===== src/logic/xcvr_term_pkg.sv =====
// Package: register map, field layouts and types for the line control block
package xcvr_term_pkg;

  // Register byte offsets (chosen map)
  localparam logic [7:0] FUNC_CTRL_OFS  = 8'h00;
  localparam logic [7:0] OTG_CTRL_OFS   = 8'h04;
  localparam logic [7:0] TX_BOOST_OFS   = 8'h08;
  localparam logic [7:0] LINE_STAT_OFS  = 8'h0C;

  // Function control field positions
  localparam int XCVR_SEL_LSB  = 0;
  localparam int TERM_SEL_BIT  = 2;
  localparam int OP_MODE_LSB   = 3;
  // OTG control field positions
  localparam int DP_PULL_BIT   = 1;
  localparam int DM_PULL_BIT   = 2;
  // Boost field position and width
  localparam int BOOST_LSB     = 0;
  localparam int BOOST_W       = 3;

  // Reset values
  localparam logic [4:0] FUNC_CTRL_RST = 5'h01;
  localparam logic [2:0] OTG_CTRL_RST  = 3'h6;
  localparam logic [2:0] TX_BOOST_RST  = 3'h0;

  // Field encodings
  localparam logic [1:0] XCVR_HS   = 2'h0;
  localparam logic [1:0] XCVR_FS   = 2'h1;
  localparam logic [1:0] XCVR_LS   = 2'h2;
  localparam logic [1:0] OPM_NORM  = 2'h0;
  localparam logic [1:0] OPM_TRIST = 2'h1;
  localparam logic [1:0] OPM_NODRV = 2'h2;

  // AXI responses
  localparam logic [1:0] RESP_OKAY   = 2'h0;
  localparam logic [1:0] RESP_SLVERR = 2'h2;

  // Mode control fields
  typedef struct packed {
    logic [1:0] operating_mode;
    logic       termination_select;
    logic [1:0] transceiver_select;
  } func_ctrl_t;

  // Resistor enables driven to the analog pads
  typedef struct packed {
    logic plus_line_high_pull_on;
    logic minus_line_high_pull_on;
    logic plus_line_low_pull_on;
    logic minus_line_low_pull_on;
    logic fast_line_termination_on;
  } term_en_t;

  // Transmit encoder states
  typedef enum logic [1:0] { TX_IDLE, TX_SHIFT, TX_EOP } tx_state_t;

endpackage


===== src/logic/xcvr_term.sv =====
// Line termination decode, serial transmit and receive selection logic
//
// The implementer's own choices: register access over AXI4-Lite and the register addresses.
`timescale 1ns/100ps

// Notes on behaviour
// - Resistor setup comes from select, termination, mode and pull-down bits.
// - Five enables: two pull-ups, two pull-downs, fast termination.
// - Mode 01b clears every resistor enable.
// - Power-up setting enables only the two pull-downs.
// - Host chirp, fast and test: pull-downs plus fast termination.
// - Host full/low speed, suspend, resume: only both pull-downs.
// - Peripheral chirp and full speed states: only plus line pull-up.
// - Peripheral fast or test: only fast termination.
// - Peripheral low speed states: only minus line pull-up.
// - OTG peripheral chirp/full speed: plus pull-up and minus pull-down.
// - OTG peripheral fast or test: termination and minus pull-down.
// - Any unlisted combination clears all five enables.
// - Transmit data is NRZI encoded, bit stuffed and serialized.
// - Receive stream taken from fast or full/low receiver by mode.
// - Full speed line state from the two single-ended receivers.
// - Squelch blocks fast receive data so noise is not taken.
// - Boost bits from software steer the fast transmit amplitude.
// - No upstream hub port termination setting is provided.
// - All logic runs on the single interface clock.
module xcvr_term
  import xcvr_term_pkg::*;
(
  input  wire logic                  CLK,
  input  wire logic                  RST_B,
  // AXI4-Lite slave
  input  wire logic [7:0]            S_AWADDR,
  input  wire logic                  S_AWVALID,
  output logic                       S_AWREADY,
  input  wire logic [31:0]           S_WDATA,
  input  wire logic [3:0]            S_WSTRB,
  input  wire logic                  S_WVALID,
  output logic                       S_WREADY,
  output logic [1:0]                 S_BRESP,
  output logic                       S_BVALID,
  input  wire logic                  S_BREADY,
  input  wire logic [7:0]            S_ARADDR,
  input  wire logic                  S_ARVALID,
  output logic                       S_ARREADY,
  output logic [31:0]                S_RDATA,
  output logic [1:0]                 S_RRESP,
  output logic                       S_RVALID,
  input  wire logic                  S_RREADY,
  // Transmit byte stream
  input  wire logic [7:0]            TX_DATA,
  input  wire logic                  TX_VALID,
  output logic                       TX_READY,
  // Serial line driver side
  output logic                       TX_SERIAL,
  output logic                       TX_ACTIVE,
  output logic                       TX_FAST_SEL,
  output logic [xcvr_term_pkg::BOOST_W-1:0] TX_AMPLITUDE,
  // Receivers
  input  wire logic                  RX_FAST_DATA,
  input  wire logic                  RX_FAST_SQUELCH,
  input  wire logic                  RX_SLOW_DATA,
  input  wire logic                  RX_PLUS_SE,
  input  wire logic                  RX_MINUS_SE,
  output logic                       RX_SERIAL,
  output logic                       RX_SERIAL_VALID,
  output logic [1:0]                 LINE_STATE,
  // Resistor enables
  output xcvr_term_pkg::term_en_t    TERM_EN
);
  import xcvr_term_pkg::*;

  func_ctrl_t           func_q;
  logic [2:0]           otg_q;
  logic [BOOST_W-1:0]   boost_q;
  term_en_t             term_d;
  term_en_t             term_q;
  logic                 aw_held_q;
  logic                 w_held_q;
  logic [7:0]           awaddr_q;
  logic [31:0]          wdata_q;
  logic [3:0]           wstrb_q;
  logic                 do_write;
  logic                 addr_ok;
  logic [31:0]          rdata_d;
  logic                 rd_ok;
  logic                 dp_req;
  logic                 dm_req;
  logic                 fast_mode;

  // Write channels taken independently, response once both are held
  assign S_AWREADY = !aw_held_q && !S_BVALID;
  assign S_WREADY  = !w_held_q && !S_BVALID;
  assign do_write  = aw_held_q && w_held_q && !S_BVALID;
  assign addr_ok   = (awaddr_q == FUNC_CTRL_OFS) ||
                     (awaddr_q == OTG_CTRL_OFS) ||
                     (awaddr_q == TX_BOOST_OFS);

  always_ff @(posedge CLK or negedge RST_B) begin
    if (!RST_B) begin
      aw_held_q <= 1'b0;
      w_held_q  <= 1'b0;
      awaddr_q  <= 8'h00;
      wdata_q   <= 32'h0000_0000;
      wstrb_q   <= 4'h0;
      S_BVALID  <= 1'b0;
      S_BRESP   <= RESP_OKAY;
    end else begin
      if (S_AWVALID && S_AWREADY) begin
        aw_held_q <= 1'b1;
        awaddr_q  <= S_AWADDR;
      end
      if (S_WVALID && S_WREADY) begin
        w_held_q <= 1'b1;
        wdata_q  <= S_WDATA;
        wstrb_q  <= S_WSTRB;
      end
      if (do_write) begin
        aw_held_q <= 1'b0;
        w_held_q  <= 1'b0;
        S_BVALID  <= 1'b1;
        S_BRESP   <= addr_ok ? RESP_OKAY : RESP_SLVERR;
      end else if (S_BVALID && S_BREADY) begin
        S_BVALID <= 1'b0;
      end
    end
  end

  // Control registers; only byte lane 0 carries fields
  always_ff @(posedge CLK or negedge RST_B) begin
    if (!RST_B) begin
      func_q  <= func_ctrl_t'(FUNC_CTRL_RST);
      otg_q   <= OTG_CTRL_RST;
      boost_q <= TX_BOOST_RST;
    end else if (do_write && wstrb_q[0]) begin
      unique case (awaddr_q)
        FUNC_CTRL_OFS: func_q  <= func_ctrl_t'(wdata_q[4:0]);
        OTG_CTRL_OFS:  otg_q   <= wdata_q[2:0];
        TX_BOOST_OFS:  boost_q <= wdata_q[BOOST_LSB +: BOOST_W];
        default: ;
      endcase
    end
  end

  // Read mux; status word shows live enables and line state
  always_comb begin
    rdata_d = 32'h0000_0000;
    rd_ok   = 1'b1;
    unique case (S_ARADDR)
      FUNC_CTRL_OFS: rdata_d[4:0] = func_q;
      OTG_CTRL_OFS:  rdata_d[2:0] = otg_q;
      TX_BOOST_OFS:  rdata_d[BOOST_W-1:0] = boost_q;
      LINE_STAT_OFS: rdata_d[7:0] = {1'b0, LINE_STATE, term_q};
      default:       rd_ok = 1'b0;
    endcase
  end

  assign S_ARREADY = !S_RVALID;

  always_ff @(posedge CLK or negedge RST_B) begin
    if (!RST_B) begin
      S_RVALID <= 1'b0;
      S_RDATA  <= 32'h0000_0000;
      S_RRESP  <= RESP_OKAY;
    end else if (S_ARVALID && S_ARREADY) begin
      S_RVALID <= 1'b1;
      S_RDATA  <= rdata_d;
      S_RRESP  <= rd_ok ? RESP_OKAY : RESP_SLVERR;
    end else if (S_RVALID && S_RREADY) begin
      S_RVALID <= 1'b0;
    end
  end

  // Termination table; unlisted settings fall to all-off.
  // No upstream hub row exists, so that role gets all-off too.
  assign dp_req = otg_q[DP_PULL_BIT];
  assign dm_req = otg_q[DM_PULL_BIT];

  always_comb begin
    logic [1:0] xs;
    logic       ts;
    logic [1:0] om;
    logic       run;
    xs  = func_q.transceiver_select;
    ts  = func_q.termination_select;
    om  = func_q.operating_mode;
    run = (om == OPM_NORM) || (om == OPM_NODRV);
    term_d = '0;
    if (om == OPM_TRIST) begin
      term_d = '0;
    end else if (dp_req && dm_req) begin
      if (xs == XCVR_FS && !ts && om == OPM_NORM) begin
        term_d.plus_line_low_pull_on  = 1'b1;
        term_d.minus_line_low_pull_on = 1'b1;
      end else if (xs == XCVR_HS && !ts && run) begin
        term_d.plus_line_low_pull_on    = 1'b1;
        term_d.minus_line_low_pull_on   = 1'b1;
        term_d.fast_line_termination_on = 1'b1;
      end else if (ts && xs != XCVR_HS && run) begin
        term_d.plus_line_low_pull_on  = 1'b1;
        term_d.minus_line_low_pull_on = 1'b1;
      end
    end else if (!dp_req) begin
      // Peripheral rows, with the minus pull-down added for OTG; the low speed row excludes OTG
      if (ts && ((xs == XCVR_HS && om == OPM_NODRV) ||
                 (xs == XCVR_FS && run))) begin
        term_d.plus_line_high_pull_on = 1'b1;
        term_d.minus_line_low_pull_on = dm_req;
      end else if (!ts && xs == XCVR_HS && run) begin
        term_d.fast_line_termination_on = 1'b1;
        term_d.minus_line_low_pull_on   = dm_req;
      end else if (!dm_req && ts && xs == XCVR_LS && run) begin
        term_d.minus_line_high_pull_on = 1'b1;
      end
    end
  end

  // Registered so enables move one edge after the controlling write
  always_ff @(posedge CLK or negedge RST_B) begin
    if (!RST_B) begin
      term_q <= '0;
    end else begin
      term_q <= term_d;
    end
  end

  assign TERM_EN      = term_q;
  assign fast_mode    = (func_q.transceiver_select == XCVR_HS);
  assign TX_FAST_SEL  = fast_mode;
  assign TX_AMPLITUDE = boost_q;

  // Receive path: pick the receiver; squelch masks fast-mode noise
  always_ff @(posedge CLK or negedge RST_B) begin
    if (!RST_B) begin
      RX_SERIAL       <= 1'b0;
      RX_SERIAL_VALID <= 1'b0;
      LINE_STATE      <= 2'h0;
    end else begin
      RX_SERIAL <= fast_mode ? RX_FAST_DATA : RX_SLOW_DATA;
      RX_SERIAL_VALID <= fast_mode ? !RX_FAST_SQUELCH : 1'b1;
      LINE_STATE <= {RX_MINUS_SE, RX_PLUS_SE};
    end
  end

  // Transmit: NRZI encode with a stuffed zero after six ones
  tx_state_t  tx_state_q;
  logic [7:0] tx_shift_q;
  logic [2:0] tx_bit_q;
  logic [2:0] ones_q;
  logic       stuff;

  assign stuff    = (ones_q == 3'd6);
  assign TX_READY = (tx_state_q == TX_IDLE) ||
                    (tx_state_q == TX_SHIFT && tx_bit_q == 3'd7 && !stuff);
  assign TX_ACTIVE = (tx_state_q != TX_IDLE);

  always_ff @(posedge CLK or negedge RST_B) begin
    if (!RST_B) begin
      tx_state_q <= TX_IDLE;
      tx_shift_q <= 8'h00;
      tx_bit_q   <= 3'd0;
      ones_q     <= 3'd0;
      TX_SERIAL  <= 1'b1;
    end else begin
      unique case (tx_state_q)
        TX_IDLE: begin
          ones_q    <= 3'd0;
          TX_SERIAL <= 1'b1;
          if (TX_VALID) begin
            tx_shift_q <= TX_DATA;
            tx_bit_q   <= 3'd0;
            tx_state_q <= TX_SHIFT;
          end
        end
        TX_SHIFT: begin
          if (stuff) begin
            TX_SERIAL <= !TX_SERIAL;
            ones_q    <= 3'd0;
          end else begin
            // A zero toggles the line, a one holds it
            TX_SERIAL  <= tx_shift_q[0] ? TX_SERIAL : !TX_SERIAL;
            ones_q     <= tx_shift_q[0] ? ones_q + 3'd1 : 3'd0;
            tx_shift_q <= {1'b0, tx_shift_q[7:1]};
            tx_bit_q   <= tx_bit_q + 3'd1;
            if (tx_bit_q == 3'd7) begin
              if (TX_VALID) begin
                tx_shift_q <= TX_DATA;
              end else begin
                tx_state_q <= TX_EOP;
              end
            end
          end
        end
        TX_EOP: begin
          // Trailing stuff bit if the last byte ended in six ones
          TX_SERIAL  <= stuff ? !TX_SERIAL : TX_SERIAL;
          ones_q     <= 3'd0;
          tx_state_q <= TX_IDLE;
        end
        default: tx_state_q <= TX_IDLE;
      endcase
    end
  end

endmodule


===== config.mk =====
export PLATFORM = sky130hd
export DESIGN_NAME = xcvr_term
export DESIGN_NICKNAME = d
export VERILOG_FILES = /design/src/logic/xcvr_term_pkg.sv /design/src/logic/xcvr_term.sv
export SDC_FILE = /design/constraint.sdc
export NUM_CORES = 1
export LEC_CHECK = 0
export BUFFER_PORTS_ARGS = -buffer_cell sky130_fd_sc_hd__buf_2
export CORE_MARGIN = 3
export CORE_UTILIZATION = 44
export DETAILED_ROUTE_END_ITERATION = 6
export GPL_TIMING_DRIVEN = 1
export MAX_ROUTING_LAYER = met4
export PLACE_DENSITY = 0.79
export SLEW_MARGIN = 40
export SYNTH_ARGS = -nofsm -noshare
export SYNTH_HDL_FRONTEND = slang
export SYNTH_SLANG_ARGS = --single-unit

===== constraint.sdc =====
create_clock -name CLK -period 2.2 [get_ports CLK]
set_clock_uncertainty 0.15 [all_clocks]
set_input_delay 0.44 -clock CLK [delete_from_list [all_inputs] [get_ports CLK]]
set_output_delay 0.44 -clock CLK [all_outputs]
set_load 0.02 [all_outputs]

==> summary.md, run 1 <==
| Metric | Value |
|---|---|
| Outcome | completed |
| Worst-Skew Late Latency | around 0.34 ns |
| Flop pwr share | 0.400 |
| Reg clk slew, reported paths | 0.07 ns |
| Seq/Total Area, Yosys | 0.497 |
| DRT Pass-1 Iters | 4 |
| Startpoint Class | flip-flop |
| Max Buffers Root-to-Sink | 2 |
| Library cells used by synthesis | 48 |
| Pint | 3.09 mW |
| Max IR drop VDD | 0.730 mV |
| Comb pwr share | 0.334 |
| Cell Area, Synth | 3240 µm² |
| Total clock sinks | 64 |
| Setup_tns | 0 ns |
| WP data required | 2.27 ns |
| PwrDens | 1180 nW/µm² |
| DR WL/cell | approximately 14 µm |
| CTS H-tree lvls | 3 |
| Drt first-iter violations | between 60 and 70 |
| Ant diodes | 0 |
| Kind of critical path | reg2reg |
| MaxCap Viol Count | 0 |
| Unrepaired setup endpoints after global routing | false |
| Final hold viol count | 0 |
| Net Sw Power | 1.54 mW |
| Die area | around 8400 µm² |
| Crit-path max FO | 4 |
| CTS tree | built |
| Avg Cell Area, Syn | 11.9 µm² |
| Crit path arrival time | 2.18 ns |
| CP endpoint kind | flip-flop |
| Vias/cell | 4.99 |
| Die Ht | 91.8 µm |
| Max Fclk | 473 MHz |
| Gr usage total | 0.159 |
| Final non-filler cell total | 458 |
| Chip Width | 91.8 µm |
| EDFF count, synth | 0 |
| Initial antenna violation count | 0 |
| Cell total after placement | between 400 and 500 |
| Crit-path cells | or4_4 -> or4_4 -> mux2_4 |
| Port Buf Inserts | 72 |
| Leakage power | 1.88 nW |
| Total Wirelength | 6380 µm |
| Most used cell, CP | or4_4 |
| Most frequent cells in the layout | 72 x buf_2, 60 x dfrtp_1, 39 x mux2_2 |
| Cts bufs inserted | 9 |
| Core Area | 6940 µm² |
| Worst R2R Path Depth | 3 |
| Share of cells above drive strength 1 | 0.436 |
| Post-synth ARST share | 1.00 |
| Drt drc | 0 |
| YS warnings | 0 |
| Largest net degree at the start of global routing | 65 |
| Area grow syn2layout | 21.2% |
| Routed Antenna Nets | 0 |
| Period utilisation layout | 0.961 |
| Most common cell after layout, fill and taps aside | buf_2 |
| Root Buffer | clkbuf_8 |
| Slew Limit Fails | 0 |
| Row count | 30 |
| Worst path max stage delay | 0.58 ns |
| Num ports | 130 |
| Slowest cell on the critical path | or4_4 |
| Final HPWL DP | 4620 µm |
| Cells after synthesis | 273 |
| Vias | 2,284 |
| Sw Share | 0.332 |
| Nets | around 440 |
| Hold Path Depth | 1 |
| HP Class | in2reg |
| RD Place Congestion | between 0.8 and 0.9 |
| Minimum clock period | 2.12 ns |
| Starting Density | 0.466 |
| First-pass GRT wire length | 10,400 µm |
| Seq cells post-synth | 64 |
| Final setup vio count | 0 |
| Clock network fraction of total power | 0.266 |
| Vias in the first global route | 2,174 |
| Total power | 4.63 mW |
| Congestion Overflow GR | 0 |
| Filler Cell Count | 619 |
| Main flop type after synthesis | dfrtp_1 |
[state kept, by name, summed over array words and instances, names as in the netlist, 2 cells and up]
register / flops
awaddr_q: 8
LINE_STATE: 2
S_RDATA: 7
ones_q: 3
wdata_q: 5
TX_AMPLITUDE: 3
tx_shift_q: 8
tx_state_q: 2
otg_q: 3
func_q: 5
TERM_EN: 5
tx_bit_q: 3
[cell type report]
class,instances,area [µm²],area share
clock buffers,9,124,0.0316
repair buffers,82,450,0.115
multi-input cells,189,1460,0.372
flip-flops and latches,64,1610,0.410
inverters,11,41.3,0.0105
clock inverters,7,120,0.0306
well taps,96,120,0.0306
[power by group through the flow]
stage | clock (mW) | sequential, mW | combinational, mW
3_3_place_gp | 0 | 1.84 | 1.47
4_1_cts | 1.27 | 1.85 | 1.54
3_5_place_dp | 0 | 1.87 | 1.53
6_report | 1.23 | 1.85 | 1.54
2_1_floorplan | 0 | 1.83 | 1.15
5_1_grt | 1.31 | 1.91 | 1.71
[critical path, delay by kind of cell, from the launching register on]
kind	cells	cell delay [ns]
muxes	1	0.31
and+or+nand+nor	2	1.16
DFF	1	0.38
[stage by stage]
| step | utilization | instance area (µm²) | hold slack [ns] | setup slack, ns |
|---|---|---|---|---|
| 4_1_cts | 0.563 | 3910 | 0.0536 | 0.0301 |
| 6_report | 0.565 | 3920 | 0.0703 | 0.0849 |
| 2_1_floorplan | - | 3330 | -0.00559 | 0.0680 |
| 3_5_place_dp | 0.526 | 3650 | 0.319 | 0.0350 |
| 5_1_grt | 0.565 | 3920 | 0.0579 | 0.00777 |
| 3_3_place_gp | 0.526 | 3650 | 0.311 | 0.0639 |
[Yosys cell counts (4+ instances only)]
cell      number  share of area
nand2b_1       4         0.0077
o31ai_1        5          0.012
a21oi_1        5         0.0077
o21ai_0       10          0.015
dfrtp_1       60           0.46
buf_4         27          0.063
dfstp_2        4          0.032
mux2_2        39           0.14
clkbuf_1       8         0.0093
nor2b_1        9          0.017
nor2_1         8         0.0093
nand2_1       15          0.017
ha_1           8          0.031
nand3b_1       4         0.0093
inv_1         11          0.013
[path summary, 6_finish.rpt]
check                                         from                     endpoint  slack [ns]
max reg2reg                awaddr_q[1]$_DFFE_PN0P_  TX_AMPLITUDE[2]$_DFFE_PN0P_        0.08
min in group asynchronous                    RST_B       wdata_q[3]$_DFFE_PN0P_        0.49
max                        awaddr_q[1]$_DFFE_PN0P_  TX_AMPLITUDE[2]$_DFFE_PN0P_        0.08
min                                    RX_MINUS_SE      LINE_STATE[1]$_DFF_PN0_        0.07
max in group asynchronous                    RST_B        TX_SERIAL$_DFFE_PN1P_        1.09
min reg2reg                 S_RDATA[5]$_DFFE_PN0P_       S_RDATA[5]$_DFFE_PN0P_        0.33
[kinds of logic (layout without fill, tap and decap cells)]
group / count (synthesis) / count (layout) / synth area share
other: 1 / 27 / 0.00116
multiplexers: 45 / 45 / 0.171
adder cells (fa/ha/maj): 8 / 8 / 0.0309
buffers and inverters: 46 / 109 / 0.0847
flip-flops: 64 / 64 / 0.497
AND/OR/NAND/NOR: 67 / 67 / 0.125
AO/OA/AOI/OAI: 42 / 42 / 0.0909
[per-layer routing]
layer | vias to the layer above | GRT usage | share of wire | wire (µm)
li1 | 1089 | - | - | -
met1 | 1116 | 0.192 | 0.42 | 2690
met2 | 71 | 0.258 | 0.51 | 3230
met3 | 8 | 0.0295 | 0.057 | 366
met4 | 0 | 0.0767 | 0.015 | 95
met5 | - | - | 0 | 0
[what timing repair did]
action,in CTS,in global routing
hold endpoints to repair,60,0
hold buffers,1,0
gates resized for setup,0,3
setup buffers,0,1
setup endpoints to repair,0,1
Power figures use the tool's default switching activity.
==> inputs of run 2 (changes only) <==
ABC_AREA = 0   (was not set)
CORE_UTILIZATION = 45   (was 44)
CTS_BUF_LIST = sky130_fd_sc_hd__clkbuf_4   (was not set)
PLACE_DENSITY = 0.8   (was 0.79)
==> summary.md, run 2 (same netlist as run 1, synthesis figures left out) <==
| Metric | Value |
|---|---|
| MaxCap Viol Count | 0 |
| Share of cells above drive strength 1 | 0.447 |
| Flop pwr share | 0.402 |
| Total Wirelength | 6320 µm |
| Nets | roughly 440 |
| Kind of critical path | reg2reg |
| Core Area | 6870 µm² |
| Area grow syn2layout | 22.6% |
| Clock network fraction of total power | 0.248 |
| Die area | between 8000 and 9000 µm² |
| Outcome | completed |
| Crit path arrival time | approximately 2.2 ns |
| Final HPWL DP | 4620 µm |
| CTS tree | built |
| HP Start | S_BREADY |
| Chip Width | 90.8 µm |
| Vias/cell | 4.97 |
| Hold Path Depth | 2 |
| Port Buf Inserts | between 70 and 80 |
| Period utilisation layout | 0.961 |
| Storage element area | 1610 µm² |
| Most common cell after layout, fill and taps aside | buf_2 |
| Row count | 30 |
| Total clock sinks | 64 |
| Drt drc | 0 |
| R2r startpoint | awaddr_q[1]$_DFFE_PN0P_ |
| PwrDens | 1160 nW/µm² |
| Util after Layout | 0.578 |
| Most frequent cells in the layout | 72 x buf_2, 59 x dfrtp_1, 39 x mux2_2 |
| Final setup vio count | 0 |
| Ant diodes | 0 |
| Max IR drop VDD | between 0.6 and 0.7 mV |
| Largest regs | awaddr_q x8, tx_shift_q x8, S_RDATA x7 |
| Final hold viol count | 0 |
| CTS H-tree lvls | 3 |
| RD Place Congestion | 0.864 |
| Dpl ws | -0.00564 ns |
| HP Class | in2reg |
| Setup_tns | 0 ns |
| Slew Limit Fails | 0 |
| Multi-input gate area | 1490 µm² |
| R2R Setup Slk | 0.09 ns |
| Leakage power | 1.88 nW |
| Crit-path max FO | 4 |
| First-pass GRT wire length | 10,800 µm |
| Worst R2R Path Depth | 3 |
| Unrepaired setup endpoints after global routing | false |
| Vias in the first global route | 2,365 |
| Cts bufs inserted | 9 |
| Worst-Skew Late Latency | roughly 0.40 ns |
| Net Sw Power | 1.51 mW |
| Minimum clock period | 2.11 ns |
| Startpoint Class | flip-flop |
| DR WL/cell | 13.7 µm |
| Worst R2R End | TX_AMPLITUDE[1]$_DFFE_PN0P_ |
| Root Buffer | clkbuf_4 |
| Reg clk slew, reported paths | 0.11 ns |
| Routed Antenna Nets | 0 |
| Drt first-iter violations | 67 |
| Comb pwr share | 0.350 |
| WP data required | 2.33 ns |
| Gr usage total | 0.165 |
| Max Fclk | between 400 and 500 MHz |
| Pint | 3.07 mW |
| Die Ht | between 90 and 100 µm |
| DRT Pass-1 Iters | 4 |
| Starting Density | 0.471 |
| Largest net degree at the start of global routing | 65 |
| Filler Cell Count | roughly 600 |
| Setup WS post-layout | around 0.086 ns |
| Sw Share | 0.330 |
| Total power | 4.59 mW |
| Initial antenna violation count | 0 |
| Hold path endpoint | S_BVALID$_DFFE_PN0P_ |
| Max Buffers Root-to-Sink | 2 |
| CP endpoint kind | flip-flop |
| Vias | approximately 2,300 |
| Congestion Overflow GR | 0 |
| Num ports | 130 |
run 2: stage by stage:
stage | hold slack, ns | instances | cell area (µm²)
finish | 0.0598 | 463 | 3970
global route | 0.0404 | 463 | 3970
CTS | 0.0306 | 461 | 3930
detailed placement | 0.324 | 439 | 3650
global placement | 0.309 | 439 | 3650
floorplan | -0.00559 | 299 | 3330
run 2: final cells by class:
type                       count  area share
clock buffer                   9      0.0170
multi-input combinational    189       0.375
clock inverter                 7      0.0363
tap                           96      0.0303
inverter                      11      0.0104
sequential                    64       0.405
timing repair buffer          87       0.126
run 2: how the worst max path moves through the flow:
stage                             from                          end  slack (ns)  cells past startpoint
3_5_place_dp               S_ARADDR[7]       S_RDATA[6]$_DFFE_PN0P_      -0.006                      4
2_1_floorplan  tx_bit_q[0]$_DFFE_PN0P_    tx_shift_q[0]$_DFFE_PN0P_        0.07                      5
4_1_cts        tx_bit_q[0]$_DFFE_PN0P_                     TX_READY       0.007                      5
5_1_grt          ones_q[0]$_DFFE_PN0P_                     TX_READY        0.01                      6
6_report       awaddr_q[1]$_DFFE_PN0P_  TX_AMPLITUDE[1]$_DFFE_PN0P_        0.09                      3
3_3_place_gp               S_ARADDR[7]       S_RDATA[5]$_DFFE_PN0P_        0.06                      4
run 2: routing by layer:
metal / track usage / share of wire / vias up
met1: 0.193 / 0.42 / 1120
met3: 0.0325 / 0.057 / 7
met5: - / 0 / -
li1: - / - / 1102
met2: 0.277 / 0.51 / 71
met4: 0.0729 / 0.010 / 0
run 2: power by group through the flow:
stage          Sequential, mW  Clock (mW)  Combinational, mW
2_1_floorplan            1.83           0               1.15
3_3_place_gp             1.84           0               1.47
3_5_place_dp             1.87           0               1.53
4_1_cts                  1.84        1.17               1.57
5_1_grt                  1.90        1.22               1.77
6_report                 1.84        1.14               1.60
run 2: repair_timing:
item,in CTS,in global routing
setup endpoints to repair,1,2
buffers inserted,2,2
hold buffers,4,0
hold endpoints to repair,63,0
resized for setup,3,7
run 2: worst max-delay path, stage by stage (launching register included):
cell,delay [ns]
dfrtp_1,0.39
or4_4,0.58
or4_4,0.58
mux2_4,0.31
==> inputs of run 3 (changes only) <==
BUFFER_PORTS_ARGS = not set   (was -buffer_cell sky130_fd_sc_hd__buf_2)
DONT_BUFFER_PORTS = 1   (was not set)
PLACE_DENSITY = 0.64   (was 0.8)
clock period = 1.7 ns   (was 2.2 ns; I/O delays follow)
==> summary.md, run 3 (same netlist as run 1, synthesis figures left out) <==
| Metric | Value |
|---|---|
| Setup WS post-layout | -0.319 ns |
| Leakage power | 2.02 nW |
| Final hold viol count | 64 |
| Crit-path max FO | 4 |
| Largest net degree at the start of global routing | 65 |
| First-pass GRT wire length | 11,500 µm |
| Drt first-iter violations | 119 |
| Root Buffer | clkbuf_4 |
| DR WL/cell | 15.8 µm |
| Outcome | finished, violations left |
| Congestion Overflow GR | 0 |
| Num ports | 130 |
| RD Place Congestion | between 0.8 and 0.9 |
| Worst R2R Path Depth | 3 |
| Vias in the first global route | 2,416 |
| Vias/cell | 5.19 |
| Max Fclk | 495 MHz |
| Startpoint Class | flip-flop |
| Hold_buf cts | 24 |
| PwrDens | between 1500 and 2000 nW/µm² |
| Worst R2R End | TX_AMPLITUDE[0]$_DFFE_PN0P_ |
| Most common cell after layout, fill and taps aside | dfrtp_1 |
| Row count | 30 |
| Kind of critical path | reg2reg |
| Unrepaired setup endpoints after global routing | true |
| CP endpoint kind | flip-flop |
| Slew Limit Fails | 0 |
| Reg clk slew, reported paths | 0.11 ns |
| CTS tree | built |
| Drt drc | 0 |
| MaxCap Viol Count | 0 |
| Failing checks | negative hold slack, negative setup slack |
| Cts bufs inserted | 9 |
| CTS H-tree lvls | 3 |
| Gr usage total | 0.177 |
| Chip Width | 90.8 µm |
| Nets | 434 |
| Minimum clock period | between 2 and 2.5 ns |
| Share of cells above drive strength 1 | 0.441 |
| Vias | 2,357 |
| Max IR drop VDD | 0.862 mV |
| Die area | 8240 µm² |
| Area grow syn2layout | 36.8% |
| R2R Setup Slk | -0.32 ns |
| WP data required | ~1.8 ns |
| Ant diodes | 0 |
| Core Area | 6870 µm² |
| Dpl ws | -0.325 ns |
| Crit path arrival time | 2.16 ns |
| HP Class | in2async |
| Routed Antenna Nets | 0 |
| Port Buf Inserts | 0 |
| Initial antenna violation count | 0 |
| Largest regs | awaddr_q x8, tx_shift_q x8, S_RDATA x7 |
| Max Buffers Root-to-Sink | 2 |
| R2r startpoint | awaddr_q[1]$_DFFE_PN0P_ |
| Worst-Skew Late Latency | 0.40 ns |
| Total clock sinks | 64 |
| Die Ht | 90.8 µm |
| Final HPWL DP | 4570 µm |
| Worst hold slack | -0.536 ns |
| Total Wirelength | 7180 µm |
| Starting Density | 0.471 |
| Most frequent cells in the layout | 60 x dfrtp_1, 36 x buf_4, 27 x mux2_4, 27 x conb_1, 24 x dlygate4sd3_1 |
| DRT Pass-1 Iters | 4 |
| Period utilisation layout | 1.19 |
| Final setup vio count | 25 |
[run 3: changes by cell type in the layout (fill, tap and decap cells not counted), moves of 3 or more]
| cell | before | now |
|---|---|---|
| dlygate4sd3_1 | 4 | 24 |
| buf_2 | 72 | 0 |
| mux2_4 | 3 | 27 |
| buf_4 | 9 | 36 |
| o21ai_0 | 10 | 3 |
| mux2_2 | 39 | 15 |
| o21ai_1 | 0 | 5 |
| inv_1 | 10 | 7 |
| nor2_1 | 8 | 5 |
| buf_6 | 1 | 15 |
[run 3: worst max-delay path: stages, from the launching register on]
cell	delay, ns
dfrtp_1	0.39
or4_4	0.58
or4_4	0.49
mux2_4	0.32
[run 3: layout make-up]
class | instances | area, µm²
Fill cell | 534 | 2440
Multi-Input combinational cell | 189 | 1760
Sequential cell | 64 | 1610
Timing Repair Buffer | 78 | 734
Tap cell | 96 | 120
Clock inverter | 6 | 83.8
Clock buffer | 10 | 75.1
Inverter | 11 | 48.8
[run 3: where the power goes]
part / internal, mW / total [mW] / switching (mW)
clock: 0.606 / 1.17 / 0.568
sequential: 2.00 / 2.43 / 0.432
combinational: 1.93 / 3.25 / 1.32
total: 4.53 / 6.85 / 2.32
[run 3: routing by layer]
layer	GRT usage	vias to the layer above	part of all wire
met5	-	-	0
met4	0.0754	0	0.016
met3	0.0450	13	0.070
met2	0.281	99	0.49
met1	0.215	1155	0.42
li1	-	1090	-
[run 3: worst max-delay path by stage]
stage	startpoint	endpoint	depth (start not counted)
3_5_place_dp	awaddr_q[1]$_DFFE_PN0P_	TX_AMPLITUDE[1]$_DFFE_PN0P_	3
6_report	awaddr_q[1]$_DFFE_PN0P_	TX_AMPLITUDE[0]$_DFFE_PN0P_	3
5_1_grt	awaddr_q[1]$_DFFE_PN0P_	TX_AMPLITUDE[0]$_DFFE_PN0P_	3
4_1_cts	awaddr_q[1]$_DFFE_PN0P_	TX_AMPLITUDE[1]$_DFFE_PN0P_	3
2_1_floorplan	tx_state_q[0]$_DFFE_PN0P_	tx_shift_q[0]$_DFFE_PN0P_	6
3_3_place_gp	awaddr_q[1]$_DFFE_PN0P_	TX_AMPLITUDE[2]$_DFFE_PN0P_	3
[run 3: repair_timing]
action,4_1_cts,5_1_grt
hold endpoints to repair,92,64
pin swaps,9,10
gates resized for setup,48,25
setup endpoints to repair,27,29
buffers inserted,10,7
[run 3: stage by stage]
stage               TNS, ns   util  cell area [µm²]  cells  total power [mW]
global route          -7.27  0.644             4430    454              7.27
detailed placement    -5.27  0.526             3610    397              4.82
floorplan             -4.61      -             3450    299              4.09
finish                -5.68  0.644             4430    454              6.85
CTS                   -4.99  0.621             4260    447              6.55
global placement      -4.81  0.526             3610    397              4.74
